### src/logic/cms_pkg.sv
// Package: register map, field layout and encodings of the CRC engine with memory scan
`default_nettype none
package cms_pkg;
    // ==================================================
    // Register byte offsets
    localparam logic [7:0] CMS_OFF_CTRL = 8'h00;
    localparam logic [7:0] CMS_OFF_LEN = 8'h04;
    localparam logic [7:0] CMS_OFF_DATH = 8'h08;
    localparam logic [7:0] CMS_OFF_DATL = 8'h0C;
    localparam logic [7:0] CMS_OFF_ACCH = 8'h10;
    localparam logic [7:0] CMS_OFF_SCAN_CTRL = 8'h14;
    localparam logic [7:0] CMS_OFF_SCAN_ADDR = 8'h18;
    localparam logic [7:0] CMS_OFF_SCAN_END = 8'h1C;
    localparam logic [7:0] CMS_OFF_POLY = 8'h20;
    // ==================================================
    // Primary control fields
    localparam int CMS_CTRL_EN = 7;
    localparam int CMS_CTRL_GO = 6;
    localparam int CMS_CTRL_BUSY = 5;
    localparam int CMS_CTRL_ZERO_AUGMENT_SELECT = 4;
    localparam int CMS_CTRL_SHIFT = 1;
    localparam int CMS_CTRL_FULL = 0;
    // Scanner control fields
    localparam int CMS_SCAN_EN = 7;
    localparam int CMS_SCAN_RUN = 6;
    localparam int CMS_SCAN_BUSY = 5;
    // ==================================================
    // Reset values
    localparam logic [7:0] CMS_CTRL_RST = 8'h00;
    localparam logic [7:0] CMS_LEN_RST = 8'h00;
    localparam logic [15:0] CMS_ACC_RST = 16'h0000;
    localparam logic [15:0] CMS_ADDR_RST = 16'h0000;
    // Scanner modes
    localparam logic [1:0] CMS_MODE_CONC = 2'h0;
    localparam logic [1:0] CMS_MODE_BURST = 2'h1;
    localparam logic [1:0] CMS_MODE_PEEK = 2'h2;
    localparam logic [1:0] CMS_MODE_TRIG = 2'h3;
    // AHB encodings
    localparam logic [2:0] CMS_HSIZE_WORD = 3'h2;
    // Scanner sequencer states
    typedef enum logic [2:0] {
        CMS_SC_IDLE = 3'b001,
        CMS_SC_WAIT = 3'b010,
        CMS_SC_READ = 3'b100
    } cms_scan_state_t;
endpackage
`default_nettype wire

### src/logic/cms_crc_scan.sv
// CRC engine with program memory scanner and AHB-Lite register slave
//
// Summary of operation
// - Watchdog keeps counting; scanner never stalls or clears it.
// - Scanner freezes in debug halt; its registers stay readable.
// - Halt during a scan cycle: delayed instruction may or may not execute.
// - Halt just before a scan cycle: scan and instruction wait for exit.
// - Burst: halt on scan-go write enters debug first; access in flight finishes.
// - Burst: halt mid-burst suspends it; resumes at same address on exit.
// - Peek: idle cycle of a breakpointed instruction is not used.
// - Concurrent/triggered: pending scan completes before PC-breakpoint debug entry.
// - Concurrent/triggered: scan requested in a data-breakpoint cycle is postponed.
// - Single step: ready scan reads flash before debug re-entry.
// - Scan that would stall a software breakpoint completes, then debug entry.
// - Burst: PC breakpoint or step on scan-go enters debug before burst.
// - Burst: software breakpoint on scan-go enters debug; burst runs after exit.
// - CRC enable clear holds shifter and full flag in reset, accumulator keeps its value; set releases it.
// - CRC start bit runs the serial shifter; clearing stops it.
// - Busy reads 1 while shifting in progress or pending, else 0.
// - Accumulator mode 1 augments data with zeros; 0 does not.
// - Direction 1 shifts right LSB first, 0 left MSB first; bits 3-2 zero.
// - Full reads 1 while data word not yet taken into shifter.
// - Length upper nibble is data length minus one, lower polynomial minus one.
// - Low data byte write loads word and sets full; high byte gives upper bits.
// - Accumulator high byte write updates, read returns, upper accumulator bits.
// - Scanner mode 00 concurrent, 01 burst, 10 peek, 11 triggered.
//
// Local design decisions: the register addresses and the AHB-Lite register port.
`default_nettype none
module cms_crc_scan
    import cms_pkg::*;
(
    input wire logic clk_sys_i,
    input wire logic rst_i,
    input wire logic hsel_i,
    input wire logic [31:0] haddr_i,
    input wire logic [1:0] htrans_i,
    input wire logic hwrite_i,
    input wire logic [2:0] hsize_i,
    input wire logic [31:0] hwdata_i,
    input wire logic hready_i,
    output logic [31:0] hrdata_o,
    output logic hreadyout_o,
    output logic hresp_o,
    output logic flash_rd_o,
    output logic [15:0] flash_addr_o,
    input wire logic [15:0] flash_rdata_i,
    input wire logic core_idle_i,
    input wire logic scan_trigger_i,
    input wire logic dbg_halt_i,
    input wire logic dbg_active_i,
    input wire logic pc_bp_hit_i,
    input wire logic data_bp_hit_i,
    input wire logic sw_bp_hit_i,
    input wire logic single_step_i,
    output logic cpu_stall_o,
    output logic dbg_entry_hold_o
);

    // ==================================================
    // Helpers
    // Mask of the low n+1 bits
    function automatic logic [15:0] len_mask(input logic [3:0] n);
        len_mask = 16'hFFFF >> (4'hF - n);
    endfunction
    // One accumulator step for one data bit
    function automatic logic [15:0] crc_step(input logic [15:0] acc, input logic [15:0] poly,
                                             input logic [3:0] poly_len_minus_one, input logic din,
                                             input logic right, input logic aug);
        logic top, fb;
        logic [15:0] sh;
        top = right ? acc[0] : acc[poly_len_minus_one];
        sh = right ? {1'b0, acc[15:1]} : {acc[14:0], 1'b0};
        // Augmented bit enters the window; otherwise it folds into the feedback
        fb = aug ? top : (top ^ din);
        sh = aug ? (sh | (right ? ({15'h0000, din} << poly_len_minus_one) : {15'h0000, din})) : sh;
        crc_step = (sh ^ (fb ? poly : 16'h0000)) & len_mask(poly_len_minus_one);
    endfunction

    // ==================================================
    // Register state
    logic [7:0] ctrl_ff, len_ff;
    logic [15:0] data_ff, acc_ff, poly_ff, shreg_ff, scan_addr_ff, scan_end_ff, flash_addr_ff;
    logic full_ff, scan_en_ff, scan_run_ff, trig_prev_ff, trig_seen_ff, flash_rd_ff, cpu_stall_ff, dbg_hold_ff;
    logic [4:0] shcnt_ff;
    logic [1:0] scan_mode_ff;
    cms_scan_state_t scan_state_ff, nxt_scan_state;
    // Bus slave state
    logic wr_pend_ff, rd_wait_ff, hready_ff;
    logic [7:0] wr_addr_ff, rd_addr_ff;
    logic [31:0] hrdata_ff;

    // ==================================================
    // AHB-Lite decode
    logic acc_phase, wr_ctrl, wr_len, wr_dath, wr_datl, wr_acch;
    logic wr_scan_ctrl, wr_scan_addr, wr_scan_end, wr_poly;
    // Only whole-word accesses are taken; others complete OKAY with no effect
    assign acc_phase = hsel_i && htrans_i[1] && hready_i && (hsize_i == CMS_HSIZE_WORD);
    assign wr_ctrl = wr_pend_ff && (wr_addr_ff == CMS_OFF_CTRL);
    assign wr_len = wr_pend_ff && (wr_addr_ff == CMS_OFF_LEN);
    assign wr_dath = wr_pend_ff && (wr_addr_ff == CMS_OFF_DATH);
    assign wr_datl = wr_pend_ff && (wr_addr_ff == CMS_OFF_DATL);
    assign wr_acch = wr_pend_ff && (wr_addr_ff == CMS_OFF_ACCH);
    assign wr_scan_ctrl = wr_pend_ff && (wr_addr_ff == CMS_OFF_SCAN_CTRL);
    assign wr_scan_addr = wr_pend_ff && (wr_addr_ff == CMS_OFF_SCAN_ADDR);
    assign wr_scan_end = wr_pend_ff && (wr_addr_ff == CMS_OFF_SCAN_END);
    assign wr_poly = wr_pend_ff && (wr_addr_ff == CMS_OFF_POLY);
    // Address phase capture; reads take one wait state so a write just before is seen
    always_ff @(posedge clk_sys_i or posedge rst_i) begin
        if (rst_i) begin
            wr_pend_ff <= 1'b0;
            wr_addr_ff <= 8'h00;
            rd_wait_ff <= 1'b0;
            rd_addr_ff <= 8'h00;
            hready_ff <= 1'b1;
        end else begin
            wr_pend_ff <= acc_phase && hwrite_i;
            rd_wait_ff <= acc_phase && !hwrite_i;
            hready_ff <= !(acc_phase && !hwrite_i);
            if (acc_phase) begin
                wr_addr_ff <= (|haddr_i[31:8]) ? 8'hFF : haddr_i[7:0];
                rd_addr_ff <= (|haddr_i[31:8]) ? 8'hFF : haddr_i[7:0];
            end
        end
    end
    // Read mux; unmapped offsets read zero
    logic [31:0] rd_mux;
    logic crc_busy, scan_busy;
    always_comb begin
        rd_mux = 32'h0000_0000;
        unique case (rd_addr_ff)
            CMS_OFF_CTRL: rd_mux = {24'h000000, ctrl_ff[CMS_CTRL_EN], ctrl_ff[CMS_CTRL_GO], crc_busy,
                                    ctrl_ff[CMS_CTRL_ZERO_AUGMENT_SELECT], 2'b00, ctrl_ff[CMS_CTRL_SHIFT], full_ff};
            CMS_OFF_LEN: rd_mux = {24'h000000, len_ff};
            CMS_OFF_DATH: rd_mux = {24'h000000, data_ff[15:8]};
            CMS_OFF_DATL: rd_mux = {24'h000000, data_ff[7:0]};
            CMS_OFF_ACCH: rd_mux = {24'h000000, acc_ff[15:8]};
            // scanner state stays visible while halted
            CMS_OFF_SCAN_CTRL: rd_mux = {24'h000000, scan_en_ff, scan_run_ff, scan_busy, 3'b000, scan_mode_ff};
            CMS_OFF_SCAN_ADDR: rd_mux = {16'h0000, scan_addr_ff};
            CMS_OFF_SCAN_END: rd_mux = {16'h0000, scan_end_ff};
            CMS_OFF_POLY: rd_mux = {16'h0000, poly_ff};
            default: rd_mux = 32'h0000_0000;
        endcase
    end
    // Read data registered in the wait cycle
    always_ff @(posedge clk_sys_i or posedge rst_i) begin
        if (rst_i) begin
            hrdata_ff <= 32'h0000_0000;
        end else if (rd_wait_ff) begin
            hrdata_ff <= rd_mux;
        end
    end
    assign hrdata_o = hrdata_ff;
    assign hreadyout_o = hready_ff;
    assign hresp_o = 1'b0;

    // ==================================================
    // CRC configuration
    logic crc_en, crc_go;
    logic [3:0] data_len_minus_one, poly_len_minus_one;
    assign crc_en = ctrl_ff[CMS_CTRL_EN];
    assign crc_go = ctrl_ff[CMS_CTRL_GO];
    assign data_len_minus_one = len_ff[7:4];
    assign poly_len_minus_one = len_ff[3:0];

    // Control and length registers
    always_ff @(posedge clk_sys_i or posedge rst_i) begin
        if (rst_i) begin
            ctrl_ff <= CMS_CTRL_RST;
            len_ff <= CMS_LEN_RST;
            poly_ff <= CMS_ACC_RST;
        end else begin
            if (wr_ctrl) begin
                ctrl_ff <= {hwdata_i[7:6], 1'b0, hwdata_i[4], 2'b00, hwdata_i[1], 1'b0};
            end
            if (wr_len) begin
                len_ff <= hwdata_i[7:0];
            end
            if (wr_poly) begin
                poly_ff <= hwdata_i[15:0];
            end
        end
    end

    // ==================================================
    // Data path holding register
    logic scan_load, shift_load;
    assign scan_load = flash_rd_ff;
    assign shift_load = crc_en && crc_go && full_ff && (shcnt_ff == 5'h00);
    // Data word from bus or scanner; a new word sets full over the take
    always_ff @(posedge clk_sys_i or posedge rst_i) begin
        if (rst_i) begin
            data_ff <= 16'h0000;
            full_ff <= 1'b0;
        end else begin
            if (scan_load) begin
                data_ff <= flash_rdata_i;
            end else begin
                // high byte gives upper input bits
                if (wr_dath) begin
                    data_ff[15:8] <= hwdata_i[7:0];
                end
                if (wr_datl) begin
                    data_ff[7:0] <= hwdata_i[7:0];
                end
            end
            if (!crc_en) begin
                full_ff <= 1'b0;
            // low byte write fills the path
            end else if (wr_datl || scan_load) begin
                full_ff <= 1'b1;
            // full drops once the shifter takes the word
            end else if (shift_load) begin
                full_ff <= 1'b0;
            end
        end
    end

    // ==================================================
    // Serial shifter and accumulator
    logic right, din;
    assign right = ctrl_ff[CMS_CTRL_SHIFT];
    assign din = right ? shreg_ff[0] : shreg_ff[data_len_minus_one];
    // One bit per cycle while the start bit is set
    always_ff @(posedge clk_sys_i or posedge rst_i) begin
        if (rst_i) begin
            shreg_ff <= 16'h0000;
            shcnt_ff <= 5'h00;
            acc_ff <= CMS_ACC_RST;
        end else begin
            // enable clear holds the shifter in reset
            if (!crc_en) begin
                shreg_ff <= 16'h0000;
                shcnt_ff <= 5'h00;
            end else if (shift_load) begin
                shreg_ff <= data_ff;
                shcnt_ff <= {1'b0, data_len_minus_one} + 5'h01;
            end else if (crc_go && (shcnt_ff != 5'h00)) begin
                shreg_ff <= right ? {1'b0, shreg_ff[15:1]} : {shreg_ff[14:0], 1'b0};
                shcnt_ff <= shcnt_ff - 5'h01;
            end
            // software write of upper accumulator bits
            if (wr_acch) begin
                acc_ff[15:8] <= hwdata_i[7:0];
            end else if (crc_en && crc_go && !shift_load && (shcnt_ff != 5'h00)) begin
                acc_ff <= crc_step(acc_ff, poly_ff, poly_len_minus_one, din, right, ctrl_ff[CMS_CTRL_ZERO_AUGMENT_SELECT]);
            end
        end
    end
    // busy while a word waits or bits remain
    assign crc_busy = full_ff || (shcnt_ff != 5'h00);

    // ==================================================
    // Scanner control registers
    logic scan_last;
    assign scan_last = flash_rd_ff && (flash_addr_ff == scan_end_ff);
    // Software sets run; hardware clears it after the last word
    always_ff @(posedge clk_sys_i or posedge rst_i) begin
        if (rst_i) begin
            scan_en_ff <= 1'b0;
            scan_run_ff <= 1'b0;
            scan_mode_ff <= CMS_MODE_CONC;
            scan_end_ff <= CMS_ADDR_RST;
        end else begin
            if (wr_scan_ctrl) begin
                scan_en_ff <= hwdata_i[CMS_SCAN_EN];
                scan_mode_ff <= hwdata_i[1:0];
            end
            if (wr_scan_ctrl && hwdata_i[CMS_SCAN_RUN]) begin
                scan_run_ff <= 1'b1;
            end else if (scan_last || (wr_scan_ctrl && !hwdata_i[CMS_SCAN_RUN])) begin
                scan_run_ff <= 1'b0;
            end
            if (wr_scan_end) begin
                scan_end_ff <= hwdata_i[15:0];
            end
        end
    end
    // Current address; writes ignored while running
    always_ff @(posedge clk_sys_i or posedge rst_i) begin
        if (rst_i) begin
            scan_addr_ff <= CMS_ADDR_RST;
        end else if (wr_scan_addr && !scan_run_ff) begin
            scan_addr_ff <= hwdata_i[15:0];
        // address advances only on a finished fetch, so a suspended burst resumes in place
        end else if (flash_rd_ff) begin
            scan_addr_ff <= scan_addr_ff + 16'h0001;
        end
    end

    // ==================================================
    // Scan issue decision
    logic is_burst, is_peek, is_trig, mode_ok, block, issue;
    assign is_burst = (scan_mode_ff == CMS_MODE_BURST);
    assign is_peek = (scan_mode_ff == CMS_MODE_PEEK);
    assign is_trig = (scan_mode_ff == CMS_MODE_TRIG);
    // Peek waits for a dead cycle, triggered for a trigger edge
    assign mode_ok = is_peek ? core_idle_i : (is_trig ? trig_seen_ff : 1'b1);
    // Conditions that defer a new access until debug exit
    // halt in the cycle before a scan pushes it past exit
    // halt on the scan-go cycle enters debug before the burst
    // peek never uses the idle cycle of a breakpointed instruction
    // data breakpoint postpones a same-cycle request
    // burst defers to PC breakpoint or step
    // burst defers to a software breakpoint
    assign block = dbg_halt_i || data_bp_hit_i || (is_peek && pc_bp_hit_i)
                   || (is_burst && (pc_bp_hit_i || single_step_i || sw_bp_hit_i));
    // concurrent requests still go ahead on PC breakpoint, step or software breakpoint
    assign issue = (scan_state_ff == CMS_SC_WAIT) && scan_run_ff && !full_ff && crc_en
                   && !dbg_active_i && mode_ok && !block;
    // Sequencer next state
    always_comb begin
        nxt_scan_state = scan_state_ff;
        unique case (scan_state_ff)
            CMS_SC_IDLE: begin
                if (scan_run_ff) begin
                    nxt_scan_state = CMS_SC_WAIT;
                end
            end
            CMS_SC_WAIT: begin
                if (!scan_run_ff) begin
                    nxt_scan_state = CMS_SC_IDLE;
                end else if (issue) begin
                    nxt_scan_state = CMS_SC_READ;
                end
            end
            // an access in flight always completes, even under a halt
            CMS_SC_READ: nxt_scan_state = scan_last ? CMS_SC_IDLE : CMS_SC_WAIT;
            default: nxt_scan_state = CMS_SC_IDLE;
        endcase
    end
    // Sequencer; scanner disable resets its internal state only
    always_ff @(posedge clk_sys_i or posedge rst_i) begin
        if (rst_i) begin
            scan_state_ff <= CMS_SC_IDLE;
            flash_rd_ff <= 1'b0;
            flash_addr_ff <= CMS_ADDR_RST;
        end else if (!scan_en_ff) begin
            scan_state_ff <= CMS_SC_IDLE;
            flash_rd_ff <= 1'b0;
        end else begin
            scan_state_ff <= nxt_scan_state;
            flash_rd_ff <= issue;
            if (issue) begin
                flash_addr_ff <= scan_addr_ff;
            end
        end
    end
    // Trigger edge catch; a new edge wins over consumption
    always_ff @(posedge clk_sys_i or posedge rst_i) begin
        if (rst_i) begin
            trig_prev_ff <= 1'b0;
            trig_seen_ff <= 1'b0;
        end else begin
            trig_prev_ff <= scan_trigger_i;
            if (!scan_en_ff) begin
                trig_seen_ff <= 1'b0;
            end else if (scan_trigger_i && !trig_prev_ff) begin
                trig_seen_ff <= 1'b1;
            end else if (issue && is_trig) begin
                trig_seen_ff <= 1'b0;
            end
        end
    end

    assign scan_busy = flash_rd_ff || (scan_state_ff == CMS_SC_WAIT && scan_run_ff && !full_ff);

    // ==================================================
    // Core and debug handshake
    // stall only holds the core; the watchdog has no path from here
    // core decides whether the delayed instruction runs before entry
    // debug entry held while a scan cycle is in flight
    always_ff @(posedge clk_sys_i or posedge rst_i) begin
        if (rst_i) begin
            cpu_stall_ff <= 1'b0;
            dbg_hold_ff <= 1'b0;
        end else begin
            cpu_stall_ff <= scan_en_ff && ((is_burst && scan_run_ff && !scan_last) || (issue && !is_peek));
            dbg_hold_ff <= scan_en_ff && issue;
        end
    end
    assign flash_rd_o = flash_rd_ff;
    assign flash_addr_o = flash_addr_ff;
    assign cpu_stall_o = cpu_stall_ff;
    assign dbg_entry_hold_o = dbg_hold_ff;

endmodule
`default_nettype wire

### config.mk
export PLATFORM = sky130hd
export DESIGN_NAME = cms_crc_scan
export DESIGN_NICKNAME = d
export VERILOG_FILES = /design/src/logic/cms_pkg.sv /design/src/logic/cms_crc_scan.sv
export SDC_FILE = /design/constraint.sdc
export NUM_CORES = 1
export LEC_CHECK = 0
export BUFFER_PORTS_ARGS = -buffer_cell sky130_fd_sc_hd__buf_2
export CELL_PAD_IN_SITES_DETAIL_PLACEMENT = 0
export CELL_PAD_IN_SITES_GLOBAL_PLACEMENT = 1
export CORE_MARGIN = 4
export CORE_UTILIZATION = 37
export CTS_BUF_LIST = sky130_fd_sc_hd__clkbuf_4 sky130_fd_sc_hd__clkbuf_8
export DETAILED_ROUTE_END_ITERATION = 10
export PLACE_DENSITY_LB_ADDON = 0.1
export SLEW_MARGIN = 20
export SYNTH_ARGS = -nofsm -noshare
export SYNTH_HDL_FRONTEND = slang
export SYNTH_SLANG_ARGS = --single-unit
### constraint.sdc
create_clock -name clk_sys_i -period 5.1 [get_ports clk_sys_i]
set_input_delay 0.255 -clock clk_sys_i [delete_from_list [all_inputs] [get_ports clk_sys_i]]
set_output_delay 0.255 -clock clk_sys_i [all_outputs]
set_load 0.02 [all_outputs]
After elaboration in Yosys (flattened, before gate mapping) --
Index checks and enable logic that the tools add are counted.
Storage, ports and cells: logic and storage cells 177, bits in registers 185, input port bits 98
Cells by class: reductions and logical operators 72, magnitude comparators 2, multiplexer cells 44, shift operators 2, equality and inequality tests 21, bitwise logic cells 5, add/sub/neg operators 4
Operators with widths (count):
- $mux 16 | 12
- $pmux 16 s9 | 1
- $logic_and 1x1->1 | 39
- $eq 8x5->1 const B | 4
- $mux 8 | 4
- $reduce_or 24->1 | 1
- $add 16x1->16 const B | 1
- $and 16x16->16 | 1
- $eq 16x16->1 | 1
- $eq 8x4->1 const B | 2
- $mux 1 | 16
- $or 16x16->16 | 1
- $shl 1x4->16 | 1
- $shr 16x4->16 const A | 1
- $xor 16x16->16 | 1
- $mux 5 | 3
- $mux 3 | 4
- $logic_not 1->1 | 11
- $logic_or 1x1->1 | 10
- $lt 4x5->1 const B | 2
- $reduce_bool 2->1 | 5
- $ne 3x1->1 const B | 3
- $pmux 3 s3 | 1
- $bmux 1 s4 | 2
- 19 further kinds | 23

Longest topological paths before layout --
depth after elaboration 11, mapped depth 10, gate-level depth less buffers 9

Least setup slack after synthesis --
No wires, ideal clock.
path kind register -> register, start register rd_addr_ff[0] (netlist name), end register scan_addr_ff[0], required time 4.978 ns, buffers on the path 3, stages on the path, launching flop included 10, path slack 2.600 ns, setup time 0.122 ns, arrival time 2.377 ns, cells stage by stage dfrtp_1 -> or4_1 -> buf_2 -> nor3b_4 -> nand2_4 -> or4b_1 -> buf_2 -> buf_6 -> nor2_2 -> a21oi_2
RTL lines:
- end signal, assigned | line cms_crc_scan.sv:285 | scan_addr_ff <= hwdata_i[15:0];
- end signal, assigned | line cms_crc_scan.sv:288 | scan_addr_ff <= scan_addr_ff + 16'h0001;
- end, declared | line cms_crc_scan.sv:83 | logic [15:0] data_ff, acc_ff, poly_ff, shreg_ff, scan_addr_ff, scan_end_ff, flash_addr_ff;

==> results.json <==
{
  "wl_per_cell_um": 21.7,
  "async_reset_ff_share_pct": 100,
  "post_route_cells_drive_above_1_share_pct": 26.0,
  "mostFrequentLayoutCell": "dfrtp_1",
  "finClkSkew_ns": 0.0191,
  "finalHoldViolCount": 0,
  "outcome": "finished, final reports clean",
  "yosysTopAreaCell": "dfrtp_1",
  "crit_fanout": 32,
  "max_freq_ghz": 0.299,
  "final_max_slew_viol_count": 0,
  "first_pass_iters": 5,
  "vdd_drop_max_uv": 180,
  "place_hpwl_um": 21700,
  "rsz0062_at_grt": "no",
  "crit_start": "rd_addr_ff[0]",
  "synth-seq-cells": 168,
  "fin_crit_ns": 3.35,
  "setup_viol": 0,
  "switchingPower_mw": 1.04,
  "layout_common_cells": "dfrtp_1 (166), buf_2 (116), nand2_1 (90)",
  "clk_latency_ns": 0.47,
  "p_per_area_mw_per_mm2": 284,
  "routed_wl_um": 30700,
  "via_per_inst": 5.52,
  "cap_violations": 0,
  "die_w_um": 169,
  "overflow": 0,
  "worst_pin_slew_ns": 1.04,
  "clock_sinks": 168,
  "r2r-start": "rd_addr_ff[0]",
  "synth.top_cell.area_share_pct": 43.1,
  "synth_seq_area_share_pct": 43.6,
  "drc": 0,
  "yosysWarnings": 0,
  "crit_path_end": "scan_addr_ff[14]",
  "p_int_mw": 2.11,
  "syn_area_mm2": 0.00964,
  "numCtsBuffers": 17,
  "grt_util_all_layers_pct": 21.6,
  "synth_area_leaders": "dfrtp_1 (43%), mux2_2 (7.8%), mux2i_1 (5.9%)",
  "total_power_mw": 3.15,
  "syn_area_per_cell_um2": 9.93,
  "swShare_pct": 33.1,
  "portBuffers": 116,
  "postCtsSetupBuffers": 0,
  "ys.flop_type": "dfrtp_1",
  "slew_headroom_pct": 30.5,
  "fill_cells": 2513,
  "syn2layout_area_growth_pct": 14.8,
  "timing.rr.end": "scan_addr_ff[14]",
  "grt_first_pass_wirelength_um": 48000,
  "htreeDepth": 4,
  "clkPwrFrac_pct": 34.6,
  "grt_max_degree": 169,
  "place_congestion": 0.853,
  "design.core.area_mm2": 0.0254,
  "period_share_pct": 65.6,
  "crit_arrival_ns": 3.67,
  "start_util_pct": 38.0,
  "comb_power_share_pct": 18.5,
  "drtAntennaViolNets": 0,
  "power.leakage_nw": 4.73,
  "antenna_found_initial": 1,
  "critical_path_class": "reg2reg",
  "diodes": 0,
  "synth_cell_types": 69,
  "end_kind": "flop",
  "reg2regPathDepth": 6,
  "pwr-share-seq_pct": 46.9,
  "die-area_mm2": 0.0287,
  "ctsRootBufferMaster": "clkbuf_8",
  "clock_path_buffers": 2,
  "pin_count": 151,
  "synthCells": 971,
  "fp.dieH_um": 169,
  "clk_pin_slew_ns": 0.10,
  "rows": 58,
  "critPathRequiredTime_ns": 5.42,
  "hold_class": "in2reg",
  "reg2reg_slack_ns": 1.75,
  "tns_ns": 0,
  "cts_tree": "yes",
  "start_kind": "flop",
  "drt_iter0_drc": 562,
  "nets": 1174,
  "grt_pass1_vias": 7928,
  "vias": 7818,
  "synth_edf_count": 0
}
-- flip-flops by register name, summed over array words and instances, names as in the netlist, 2 cells and up --
| signal | flops |
|---|---|
| scan_addr_ff | 16 |
| scan_end_ff | 16 |
| len_ff | 8 |
| shreg_ff | 16 |
| scan_mode_ff | 2 |
| rd_addr_ff | 8 |
| hrdata_o | 16 |
| ctrl_ff | 4 |
| shcnt_ff | 5 |
| poly_ff | 16 |
| flash_addr_o | 16 |
| scan_state_ff | 3 |
| data_ff | 16 |
| acc_ff | 16 |
-- critical path: stages, from the launching register on --
cell and delay (ns):
dfrtp_1 0.39, or4_1 0.69, nor3b_4 0.54, nand2_4 0.16, or4b_2 1.10, nor2_1 0.26, a21oi_2 0.05
-- final cells by class --
type	instances	area, um^2	area share (%)
clock inverters	15	203	1.83
clock buffers	17	234	2.11
well taps	330	413	3.73
inverters	29	114	1.03
flip-flops and latches	168	4210	38.0
multi-input cells	706	4990	45.0
repair buffers	151	916	8.27
-- Yosys cell counts (18+ instances only) --
| master | instances |
|---|---|
| a31oi_1 | 23 |
| nand2_1 | 90 |
| mux2_2 | 67 |
| a21oi_1 | 25 |
| mux2i_1 | 57 |
| nor2b_1 | 19 |
| dfrtp_1 | 166 |
| nor2_1 | 54 |
| nand3_1 | 24 |
| xnor2_1 | 20 |
| buf_4 | 18 |
| clkbuf_1 | 48 |
| inv_1 | 29 |
| o22ai_1 | 20 |
| o21ai_0 | 57 |
-- power groups by stage --
stage	Combinational, mW	Clock (mW)	Sequential, mW
4_1_cts	0.589	1.11	1.48
5_1_grt	0.644	1.16	1.49
6_report	0.583	1.09	1.48
3_3_place_gp	0.571	0	1.50
2_1_floorplan	0.427	0	1.46
3_5_place_dp	0.574	0	1.50
-- stage by stage --
stage / util [%] / hold slack [ns] / area (um^2) / cells / setup slack [ns]
3_3_place_gp: 40.9 / 0.383 / 10400 / 1360 / 1.80
6_report: 43.6 / 0.0213 / 11100 / 1416 / 1.75
5_1_grt: 43.6 / 0.0119 / 11100 / 1416 / 1.58
4_1_cts: 43.6 / 0.00528 / 11100 / 1416 / 1.76
2_1_floorplan: - / 0.286 / 9700 / 987 / 0.302
3_5_place_dp: 40.9 / 0.389 / 10400 / 1360 / 1.78
-- logic make-up after synthesis --
logic type	count (synthesis)	synth area share, %
adders and majority gates	3	0.389
and+or+nand+nor	300	16.2
DFF	168	43.6
other	1	0.0389
muxes	135	16.3
xor gates and xnor gates	35	3.18
buffers and inverters	113	5.44
AOI/OAI and AO/OA	216	14.9
-- repair_timing --
item                       4_1_cts  5_1_grt
hold buffers                    24        0
setup endpoints to repair        0        0
hold endpoints to repair        24        0
resized for setup                0        0
-- routing by layer --
metal	vias to the layer above	GRT usage (%)	routed length [um]	part of all wire (%)
met4	0	3.61	293	0.95
li1	3676	-	-	-
met2	195	34.1	14100	46
met5	-	0	0	0
met3	19	3.59	1240	4.0
met1	3928	31.9	15100	49
-- worst min path at each step --
| stage | startpoint | to | slack [ns] | cells past startpoint |
|---|---|---|---|---|
| 3_5_place_dp | scan_trigger_i | trig_prev_ff | 0.39 | 1 |
| 2_1_floorplan | scan_trigger_i | trig_prev_ff | 0.29 | 0 |
| 6_report | hwrite_i | wr_pend_ff | 0.02 | 2 |
| 5_1_grt | hwrite_i | wr_pend_ff | 0.01 | 2 |
| 4_1_cts | hwrite_i | wr_pend_ff | 0.005 | 2 |
| 3_3_place_gp | scan_trigger_i | trig_prev_ff | 0.38 | 1 |
No activity file was read; power rests on OpenSTA's default activity.
